File: src/rtl/ccs_defines.vh
// Register indices, field positions, reset values and strobe modes of the core register bank
`ifndef CCS_DEFINES_VH
`define CCS_DEFINES_VH

// Register indices; the APB byte address is four times the index
`define CCS_IDX_STACK        8'h81
`define CCS_IDX_PTR0_LOW     8'h82
`define CCS_IDX_PTR0_HIGH    8'h83
`define CCS_IDX_PTR1_LOW     8'h84
`define CCS_IDX_PTR1_HIGH    8'h85
`define CCS_IDX_XRAM_PAGE    8'h86
`define CCS_IDX_IFACE_CTRL   8'h8F
`define CCS_IDX_PERIPH_OPT   8'h91
`define CCS_IDX_PROG_STATUS  8'hD0
`define CCS_IDX_MAIN_OPER    8'hE0
`define CCS_IDX_SECOND_OPER  8'hF0

// Reset values
`define CCS_RST_STACK        8'h07
`define CCS_RST_ZERO         8'h00

// Program status fields
`define CCS_PSW_CARRY        7
`define CCS_PSW_AUX          6
`define CCS_PSW_USER0        5
`define CCS_PSW_BANK_HI      4
`define CCS_PSW_BANK_LO      3
`define CCS_PSW_EXCESS       2
`define CCS_PSW_USER1        1
`define CCS_PSW_PARITY       0

// Interface control fields
`define CCS_IFC_TIMING       7
`define CCS_IFC_PROTECT      6
`define CCS_IFC_STROBE_HI    3
`define CCS_IFC_STROBE_LO    2
`define CCS_IFC_XRAM_DIS     1
`define CCS_IFC_SELF_PROG    0
`define CCS_IFC_RW_MASK      8'h8F

// Peripheral option: pointer select in bit 0
`define CCS_AUX_PTR_SEL      0

// Strobe output modes
`define CCS_STROBE_TOGGLE    2'h0
`define CCS_STROBE_OFF       2'h1
`define CCS_STROBE_ACCESS    2'h2

// Highest on-chip expanded RAM address and page
`define CCS_XRAM_TOP         16'h03FF
`define CCS_XRAM_TOP_PAGE    8'h03

`endif

File: src/rtl/ccs_sfr_bank.v
// Core special-function register bank with APB access and core-side update ports
// Operation
// - Stack pointer resets to 07h
// - Push or call pre-increments stack pointer
// - Bank select maps working registers in 8-byte banks
// - Parity flag tracks accumulator for even parity
// - Status word field layout, reset to 00h
// - Pointers are 16 bits, whole or bytewise writes
// - Option bit 0 selects second pointer
// - Pointer users operate on selected pointer
// - Page register gives high byte, resets 00h
// - Pages 0-3 internal, else page or latch
// - Pointer moves above 03FFh go external
// - Timing bit: 0 two-clock, 1 one-clock
// - Code protection bit is read-only
// - Strobe control: toggle, off, access-only
// - RAM disable bit 0 enables internal RAM
// - Self-programming enable bit, reset 0
// - Second operand register for multiply, divide, scratch
//
// Local design decision: register access over APB.
`timescale 1ns/1ps
`include "ccs_defines.vh"

module ccs_sfr_bank
(
  // Clock and reset
  input  wire        i_clk,
  input  wire        i_rst,
  // APB slave
  input  wire        i_psel,
  input  wire        i_penable,
  input  wire        i_pwrite,
  input  wire [11:0] i_paddr,
  input  wire [31:0] i_pwdata,
  input  wire [3:0]  i_pstrb,
  output wire [31:0] o_prdata,
  output wire        o_pready,
  output wire        o_pslverr,
  // Core stack and operand updates
  input  wire        i_push,
  input  wire        i_pop,
  input  wire        i_acc_wr,
  input  wire [7:0]  i_acc_data,
  input  wire        i_b_wr,
  input  wire [7:0]  i_b_data,
  input  wire        i_flag_wr,
  input  wire        i_carry,
  input  wire        i_aux_carry,
  input  wire        i_excess,
  input  wire        i_data_pointer_zero_load,
  input  wire [15:0] i_data_pointer_zero_data,
  // External move request
  input  wire        i_movx_req,
  input  wire        i_movx_wide,
  input  wire [7:0]  i_movx_low,
  input  wire [7:0]  i_port2_latch,
  // Code protection pin
  input  wire        i_code_protect,
  // Status towards the core and pins
  output wire [7:0]  o_stack_addr,
  output wire [7:0]  o_sp,
  output wire [4:0]  o_bank_base,
  output wire [15:0] o_data_pointer_zero,
  output wire [7:0]  o_acc,
  output wire [7:0]  o_b,
  output wire [7:0]  o_psw,
  output wire [15:0] o_xaddr,
  output wire        o_xram_int,
  output wire        o_ext_cycle,
  output wire [7:0]  o_port2,
  output wire        o_ale,
  output wire        o_one_t_mode,
  output wire        o_self_prog_en
);

  reg  [31:0] prdata_ff;
  reg         pready_ff;
  reg         pslverr_ff;
  reg  [7:0]  sp_ff;
  reg  [7:0]  stack_addr_ff;
  reg  [7:0]  acc_ff;
  reg  [7:0]  b_ff;
  reg  [7:0]  psw_ff;
  reg  [7:0]  page_ff;
  reg  [7:0]  ifc_ff;
  reg  [7:0]  aux_ff;
  reg  [15:0] data_pointer_zero_out_ff;
  reg  [15:0] xaddr_ff;
  reg         xram_int_ff;
  reg         ext_cycle_ff;
  reg  [7:0]  port2_ff;
  reg         ale_ff;
  reg         prot_meta_ff;
  reg         prot_sync_ff;
  reg  [7:0]  nxt_acc;
  reg  [7:0]  nxt_sp;
  reg  [7:0]  rd_mux;
  reg         rd_hit;
  wire [31:0] ptr_all;
  wire [7:0]  idx;
  wire        aligned;
  wire        wr_en;
  wire        ptr_sel;
  wire [15:0] ptr_cur;

  // Index lives in bits 9:2; anything above or a misaligned byte address is unmapped
  assign idx     = i_paddr[9:2];
  assign aligned = (i_paddr[1:0] == 2'h0) && (i_paddr[11:10] == 2'h0);
  // Writes land only at the access edge with the low byte lane enabled
  assign wr_en   = i_psel && i_penable && pready_ff && i_pwrite && aligned && rd_hit && i_pstrb[0];
  assign ptr_sel = aux_ff[`CCS_AUX_PTR_SEL];
  assign ptr_cur = ptr_sel ? ptr_all[31:16] : ptr_all[15:0];

  // Both pointers, each writable bytewise or as a 16-bit load
  genvar g;
  generate
    for (g = 0; g < 2; g = g + 1)
    begin : gen_ptr
      reg [15:0] ptr_ff;
      always @(posedge i_clk)
      begin
        if (i_rst)
          ptr_ff <= {`CCS_RST_ZERO, `CCS_RST_ZERO};
        else if (i_data_pointer_zero_load && (ptr_sel == (g == 1)))
          ptr_ff <= i_data_pointer_zero_data;
        else if (wr_en && (idx == ((g == 1) ? `CCS_IDX_PTR1_LOW : `CCS_IDX_PTR0_LOW)))
          ptr_ff[7:0] <= i_pwdata[7:0];
        else if (wr_en && (idx == ((g == 1) ? `CCS_IDX_PTR1_HIGH : `CCS_IDX_PTR0_HIGH)))
          ptr_ff[15:8] <= i_pwdata[7:0];
      end
      assign ptr_all[16*g+15:16*g] = ptr_ff;
    end
  endgenerate

  // Read decode; unmapped indices answer with an error
  always @*
  begin
    rd_hit = 1'b1;
    case (idx)
      `CCS_IDX_STACK:       rd_mux = sp_ff;
      `CCS_IDX_PTR0_LOW:    rd_mux = ptr_all[7:0];
      `CCS_IDX_PTR0_HIGH:   rd_mux = ptr_all[15:8];
      `CCS_IDX_PTR1_LOW:    rd_mux = ptr_all[23:16];
      `CCS_IDX_PTR1_HIGH:   rd_mux = ptr_all[31:24];
      `CCS_IDX_XRAM_PAGE:   rd_mux = page_ff;
      `CCS_IDX_IFACE_CTRL:  rd_mux = ifc_ff;
      `CCS_IDX_PERIPH_OPT:  rd_mux = aux_ff;
      `CCS_IDX_PROG_STATUS: rd_mux = psw_ff;
      `CCS_IDX_MAIN_OPER:   rd_mux = acc_ff;
      `CCS_IDX_SECOND_OPER: rd_mux = b_ff;
      default:
      begin
        rd_mux = `CCS_RST_ZERO;
        rd_hit = 1'b0;
      end
    endcase
  end

  // Zero-wait slave: ready rises in the access phase, read data captured at setup
  always @(posedge i_clk)
  begin
    if (i_rst)
    begin
      prdata_ff  <= 32'h00000000;
      pready_ff  <= 1'b0;
      pslverr_ff <= 1'b0;
    end
    else if (i_psel && !i_penable)
    begin
      prdata_ff  <= (aligned && rd_hit) ? {24'h000000, rd_mux} : 32'h00000000;
      pready_ff  <= 1'b1;
      pslverr_ff <= !(aligned && rd_hit);
    end
    else
    begin
      pready_ff  <= 1'b0;
      pslverr_ff <= 1'b0;
    end
  end

  // Core-side accumulator write wins over a software write in the same cycle
  always @*
  begin
    nxt_acc = acc_ff;
    if (i_acc_wr)
      nxt_acc = i_acc_data;
    else if (wr_en && idx == `CCS_IDX_MAIN_OPER)
      nxt_acc = i_pwdata[7:0];
  end

  // Stack moves take priority over software writes
  always @*
  begin
    nxt_sp = sp_ff;
    if (i_push)
      nxt_sp = sp_ff + 8'h01;
    else if (i_pop)
      nxt_sp = sp_ff - 8'h01;
    else if (wr_en && idx == `CCS_IDX_STACK)
      nxt_sp = i_pwdata[7:0];
  end

  // Accumulator, second operand, stack
  always @(posedge i_clk)
  begin
    if (i_rst)
    begin
      acc_ff        <= `CCS_RST_ZERO;
      b_ff          <= `CCS_RST_ZERO;
      sp_ff         <= `CCS_RST_STACK;
      stack_addr_ff <= `CCS_RST_STACK;
    end
    else
    begin
      acc_ff <= nxt_acc;
      if (i_b_wr)
        b_ff <= i_b_data;
      else if (wr_en && idx == `CCS_IDX_SECOND_OPER)
        b_ff <= i_pwdata[7:0];
      sp_ff <= nxt_sp;
      // Store goes to the incremented slot, a read comes from the current top
      if (i_push)
        stack_addr_ff <= sp_ff + 8'h01;
      else if (i_pop)
        stack_addr_ff <= sp_ff;
    end
  end

  // Status word; parity is never software-writable, it follows the accumulator
  always @(posedge i_clk)
  begin
    if (i_rst)
      psw_ff <= `CCS_RST_ZERO;
    else
    begin
      if (i_flag_wr)
      begin
        psw_ff[`CCS_PSW_CARRY]  <= i_carry;
        psw_ff[`CCS_PSW_AUX]    <= i_aux_carry;
        psw_ff[`CCS_PSW_EXCESS] <= i_excess;
      end
      else if (wr_en && idx == `CCS_IDX_PROG_STATUS)
        psw_ff[7:1] <= i_pwdata[7:1];
      psw_ff[`CCS_PSW_PARITY] <= ^nxt_acc;
    end
  end

  // Page, interface control, peripheral option
  always @(posedge i_clk)
  begin
    if (i_rst)
    begin
      page_ff <= `CCS_RST_ZERO;
      ifc_ff  <= `CCS_RST_ZERO;
      aux_ff  <= `CCS_RST_ZERO;
    end
    else
    begin
      if (wr_en && idx == `CCS_IDX_XRAM_PAGE)
        page_ff <= i_pwdata[7:0];
      if (wr_en && idx == `CCS_IDX_IFACE_CTRL)
        ifc_ff <= i_pwdata[7:0] & `CCS_IFC_RW_MASK;
      // Protection bit shows the pin and ignores writes
      ifc_ff[`CCS_IFC_PROTECT] <= prot_sync_ff;
      if (wr_en && idx == `CCS_IDX_PERIPH_OPT)
        aux_ff <= i_pwdata[7:0];
    end
  end

  // Protection pin is asynchronous to the core clock
  always @(posedge i_clk)
  begin
    if (i_rst)
    begin
      prot_meta_ff <= 1'b0;
      prot_sync_ff <= 1'b0;
    end
    else
    begin
      prot_meta_ff <= i_code_protect;
      prot_sync_ff <= prot_meta_ff;
    end
  end

  // External move address and path selection
  always @(posedge i_clk)
  begin
    if (i_rst)
    begin
      xaddr_ff     <= 16'h0000;
      xram_int_ff  <= 1'b0;
      ext_cycle_ff <= 1'b0;
      port2_ff     <= `CCS_RST_ZERO;
      data_pointer_zero_out_ff  <= 16'h0000;
    end
    else
    begin
      data_pointer_zero_out_ff  <= ptr_cur;
      ext_cycle_ff <= 1'b0;
      xram_int_ff  <= 1'b0;
      if (i_movx_req && i_movx_wide)
      begin
        xaddr_ff <= ptr_cur;
        port2_ff <= ptr_cur[15:8];
        if (!ifc_ff[`CCS_IFC_XRAM_DIS] && ptr_cur <= `CCS_XRAM_TOP)
          xram_int_ff <= 1'b1;
        else
          ext_cycle_ff <= 1'b1;
      end
      else if (i_movx_req)
      begin
        if (ifc_ff[`CCS_IFC_XRAM_DIS])
        begin
          // Page register is ignored when on-chip RAM is off
          xaddr_ff     <= {i_port2_latch, i_movx_low};
          port2_ff     <= i_port2_latch;
          ext_cycle_ff <= 1'b1;
        end
        else
        begin
          xaddr_ff <= {page_ff, i_movx_low};
          port2_ff <= page_ff;
          if (page_ff <= `CCS_XRAM_TOP_PAGE)
            xram_int_ff <= 1'b1;
          else
            ext_cycle_ff <= 1'b1;
        end
      end
    end
  end

  // Address latch strobe; reserved code keeps it quiet
  always @(posedge i_clk)
  begin
    if (i_rst)
      ale_ff <= 1'b0;
    else
    begin
      case (ifc_ff[`CCS_IFC_STROBE_HI:`CCS_IFC_STROBE_LO])
        `CCS_STROBE_TOGGLE: ale_ff <= !ale_ff;
        `CCS_STROBE_OFF:    ale_ff <= 1'b0;
        `CCS_STROBE_ACCESS: ale_ff <= i_movx_req && (i_movx_wide ?
                              (ifc_ff[`CCS_IFC_XRAM_DIS] || ptr_cur > `CCS_XRAM_TOP) :
                              (ifc_ff[`CCS_IFC_XRAM_DIS] || page_ff > `CCS_XRAM_TOP_PAGE));
        default:            ale_ff <= 1'b0;
      endcase
    end
  end

  assign o_prdata       = prdata_ff;
  assign o_pready       = pready_ff;
  assign o_pslverr      = pslverr_ff;
  assign o_stack_addr   = stack_addr_ff;
  assign o_sp           = sp_ff;
  // Bank base address is bank number times eight
  assign o_bank_base    = {psw_ff[`CCS_PSW_BANK_HI:`CCS_PSW_BANK_LO], 3'h0};
  assign o_data_pointer_zero         = data_pointer_zero_out_ff;
  assign o_acc          = acc_ff;
  assign o_b            = b_ff;
  assign o_psw          = psw_ff;
  assign o_xaddr        = xaddr_ff;
  assign o_xram_int     = xram_int_ff;
  assign o_ext_cycle    = ext_cycle_ff;
  assign o_port2        = port2_ff;
  assign o_ale          = ale_ff;
  assign o_one_t_mode   = ifc_ff[`CCS_IFC_TIMING];
  assign o_self_prog_en = ifc_ff[`CCS_IFC_SELF_PROG];

endmodule // ccs_sfr_bank

File: config.mk
export PLATFORM = sky130hd
export DESIGN_NAME = ccs_sfr_bank
export DESIGN_NICKNAME = d
export VERILOG_FILES = /design/src/rtl/ccs_sfr_bank.v
export VERILOG_INCLUDE_DIRS = /design/src /design/src/rtl
export SDC_FILE = /design/constraint.sdc
export NUM_CORES = 1
export LEC_CHECK = 0
export ABC_AREA = 1
export BUFFER_PORTS_ARGS = -buffer_cell sky130_fd_sc_hd__clkbuf_2
export CAP_MARGIN = 20
export CORE_AREA = 8 8 129 131
export CTS_CLUSTER_SIZE = 28
export DETAILED_ROUTE_END_ITERATION = 7
export DIE_AREA = 0 0 137 139
export GPL_TIMING_DRIVEN = 0
export PLACE_DENSITY = 0.85
export SLEW_MARGIN = 5
export SYNTH_ARGS = -nofsm -noshare
export SYNTH_HDL_FRONTEND = slang
export SYNTH_SLANG_ARGS = --single-unit
export TNS_END_PERCENT = 30
File: constraint.sdc
create_clock -name i_clk -period 2.4 [get_ports i_clk]
set_input_delay 0.12 -clock i_clk [delete_from_list [all_inputs] [get_ports i_clk]]
set_output_delay 0.12 -clock i_clk [all_outputs]
set_load 0.05 [all_outputs]
==> key figures <==
Power and ir drop
  – P per Cell Area: 676.7 nW/um^2
  – Clk pwr share: 42.6%
  – NetSw: 1.893 mW
  – Leak: 4.400 nW
  – Seq pwr share: 40.0%
  – Worst ir drop on vdd: 0.0005538 V
  – Switching Share: 30.20%
  – Internal power: 4.376 mW
  – Design Power: 6.269 mW
  – Comb power frac: 17.5%

Synth
  – Cell variety after synth: 45
  – Share of the synthesized area in the top cell type: 39.00%
  – Post-synth EDFFs: 0
  – Synth area leaders: dfxtp_1 (39%), nand2_1 (10%), o21ai_0 (6.6%)
  – Mapped Avg Cell Area: 7.000 sq um
  – Dominant synthesized flop cell: dfxtp_1
  – Top cell type by total area after synthesis: dfxtp_1
  – Synth Instances: 1,034
  – Async SR Flop Fraction: 0%
  – Synth cell count leaders: nand2_1 (197), dfxtp_1 (141), inv_1 (116)
  – Register area share after synthesis: 39.00%
  – Yosys reg bits: 141
  – Synth warn: 0
  – Count leader, synth: nand2_1
  – Mapped Area: 7238 sq um

Detailed routing
  – Detailed-route via count: 8,180
  – DR pass1 iterations: 6
  – Initial DRC Count: 823
  – Avg WL per Cell: 18.34 um
  – Vias/cell: 5.535
  – DRC viols: 0
  – Total routed wirelength: 27.11 mm
  – Post-route ant nets: 0

Final layout
  – # diodes: 0
  – Layout cell share with drive strength beyond 1: 23.41%
  – Fin area: 9264 sq um
  – Multi-input combinational cell area: 3553 sq um
  – P&R area growth vs syn: 27.99%
  – Register area: 2823 sq um
  – Final Util: 62.80%
  – Nets@finish: 1,393
  – Fill cells: 1,316

Clocking
  – CTS tree: yes
  – CTS Sinks: 141
  – Clock transition at path regs: 60 ps
  – Clock Tree Buf Depth: 2
  – CTS buffer count: 17
  – Clock latency on the worst-skew pair: 430 ps
  – CTS Root Cell: clkbuf_16
  – CTS H-tree lvls: 4

Placed design
  – DP Wirelength: 20.83 mm
  – GP Congestion: 0.9993
  – Placed Area: 8467 sq um
  – Port bufs: 179
  – Dpl ws: -24.16 ps

Worst setup path
  – Worst Path Required: 2690 ps
  – Cells along the critical path: clkinv_2 > nand2_1 > inv_1 > clkbuf_1 > clkbuf_1 > a21oi_1 > a21oi_1
  – Crit Path Class: register to register
  – Critical path's slowest cell: dfxtp_1
  – Critical Path End Type: register
  – Worst r2r dst: gen_ptr[0].ptr_ff[13]$_SDFFE_PP0P_
  – FF-to-FF Start: aux_ff[0]$_SDFFE_PP0P_
  – Reg2Reg Depth: 7
  – CP Data Arrival Time: 2530 ps
  – Critical Path Start: aux_ff[0]$_SDFFE_PP0P_
  – Critical path fanouts, max: 10
  – Critical path's top delay family: buffers and inverters
  – Startpoint Class: register
  – Crit path depth: 7
  – Worst Path Buf+Inv: 4
  – Crit-path max cell delay: 520 ps
  – Setup crit end: gen_ptr[0].ptr_ff[13]$_SDFFE_PP0P_
  – Register-to-register setup slack: 160 ps

Job
  – Maxcap violations: 0

Min path
  – Min-delay worst type: input pin to register
  – HP Start: i_excess

STA
  – Final Hold Viols: 0
  – Final clock skew: 10.91 ps
  – Maximum clock rate: 446.7 MHz
  – Fin crit share: 93.27%
  – RSZ-0062 raised after global routing: false
  – Worst Tran Pin Value: 833.0 ps
  – Worst setup margin: 161.6 ps
  – Minimum clock period: 2238 ps
  – Final setup vio count: 0
  – Worst rel slew slack: 44.46%
  – Max Slew Vio Count: 0
  – Fin Setup TNS: 0 ps

Die
  – IO Count: 237
  – Core area: 14,750 sq um
  – Vert. Die Dim: 139 um
  – Initial Util: 49.07%
  – Die width: 137 um
  – Cell Rows: 45
  – Die area: 19,040 sq um

GRT
  – Global-route wire length before repair: 40.90 mm
  – Total grt overflow: 0
  – Initial antenna violation count: 0
  – Gr usage total: 27.64%
  – Vias in the first global route: 7,621
  – Largest net degree at the start of global routing: 17

Outcome
  – Status: finished clean
-- registers in the layout, summed over array words and instances, names as in the netlist --
signal	cells
gen_ptr.ptr_ff	32
o_data_pointer_zero	16
o_xaddr	16
aux_ff	8
o_acc	8
o_b	8
o_prdata	8
o_psw	8
o_sp	8
o_stack_addr	8
page_ff	8
ifc_ff	6
o_ale	1
o_ext_cycle	1
o_pready	1
o_pslverr	1
o_xram_int	1
prot_meta_ff	1
prot_sync_ff	1
-- worst min-delay path: cells and delay by family --
kind / cells / cell delay, ps
buf+inv: 2 / 130
compound gates: 1 / 60
simple gates: 2 / 110
-- power by group through the flow --
stage / combinational [mW] / sequential [mW] / clock (mW)
5_1_grt: 1.17 / 2.51 / 2.78
6_report: 1.10 / 2.51 / 2.67
2_1_floorplan: 0.494 / 2.79 / 0
4_1_cts: 1.08 / 2.50 / 2.66
3_5_place_dp: 1.05 / 2.55 / 0
3_3_place_gp: 1.04 / 2.55 / 0
-- metal layers --
metal  part of all wire, %  global-route usage, %
met5                     0                      0
met3                    12                  7.500
met1                    39                  34.31
met2                    46                  43.86
met4                   3.5                  11.56
-- layout by cell type (no fill, tap or decap), types with 25 or more instances in the layout --
master,instances
nor2_1,107
nand3_1,30
dfxtp_1,141
clkbuf_1,25
a31oi_1,25
clkbuf_2,179
nand2_1,197
buf_4,40
a21oi_1,84
o21ai_0,96
inv_1,116
conb_1,27
-- how the worst min path moves through the flow --
stage	to	slack, ps	cells after the start
after floorplan	prot_meta_ff$_SDFF_PP0_	230	2
after global placement	prot_meta_ff$_SDFF_PP0_	320	3
after detailed placement	prot_meta_ff$_SDFF_PP0_	320	3
after CTS	o_xaddr[14]$_SDFFE_PP0P_	7	3
after global routing	o_xaddr[14]$_SDFFE_PP0P_	20	3
final	o_psw[2]$_SDFFE_PP0P_	20	5
-- cells by family (layout without fill, tap and decap cells) --
logic type      count (synthesis)  after routing  synth area share [%]
simple gates                  384            384                 22.94
compound gates                288            288                 23.66
mux                             1              1                0.1383
fa+ha+maj                       2              2                0.3457
buf+inv                       212            442                 13.26
flops                         141            141                 39.00
xor+xnor                        5              5                0.6050
other cells                     1             27               0.05181
-- area by class of cell --
cell class	count	share of cell area (%)
inverters	138	5.605
clock buffers	19	4.781
well taps	188	2.539
plain buffers	73	4.727
repair buffers	200	11.94
flip-flops and latches	141	30.47
clock inverters	12	1.580
multi-input cells	707	38.36
-- stage by stage --
stage	hold slack (ps)	std cells
global placement	323.2	1427
detailed placement	321.5	1427
finish	18.18	1478
CTS	7.054	1479
global route	21.45	1478
floorplan	227.0	1060
-- timing repair --
action / in CTS / in global routing
hold endpoints to repair: 26 / 0
cloned: 0 / 0
hold buffers: 21 / 0
setup buffers: 0 / 0
endpoints found under the setup margin: 1 / 3
resized for setup: 1 / 0
Note: power is estimated with default switching activity, not from simulation.
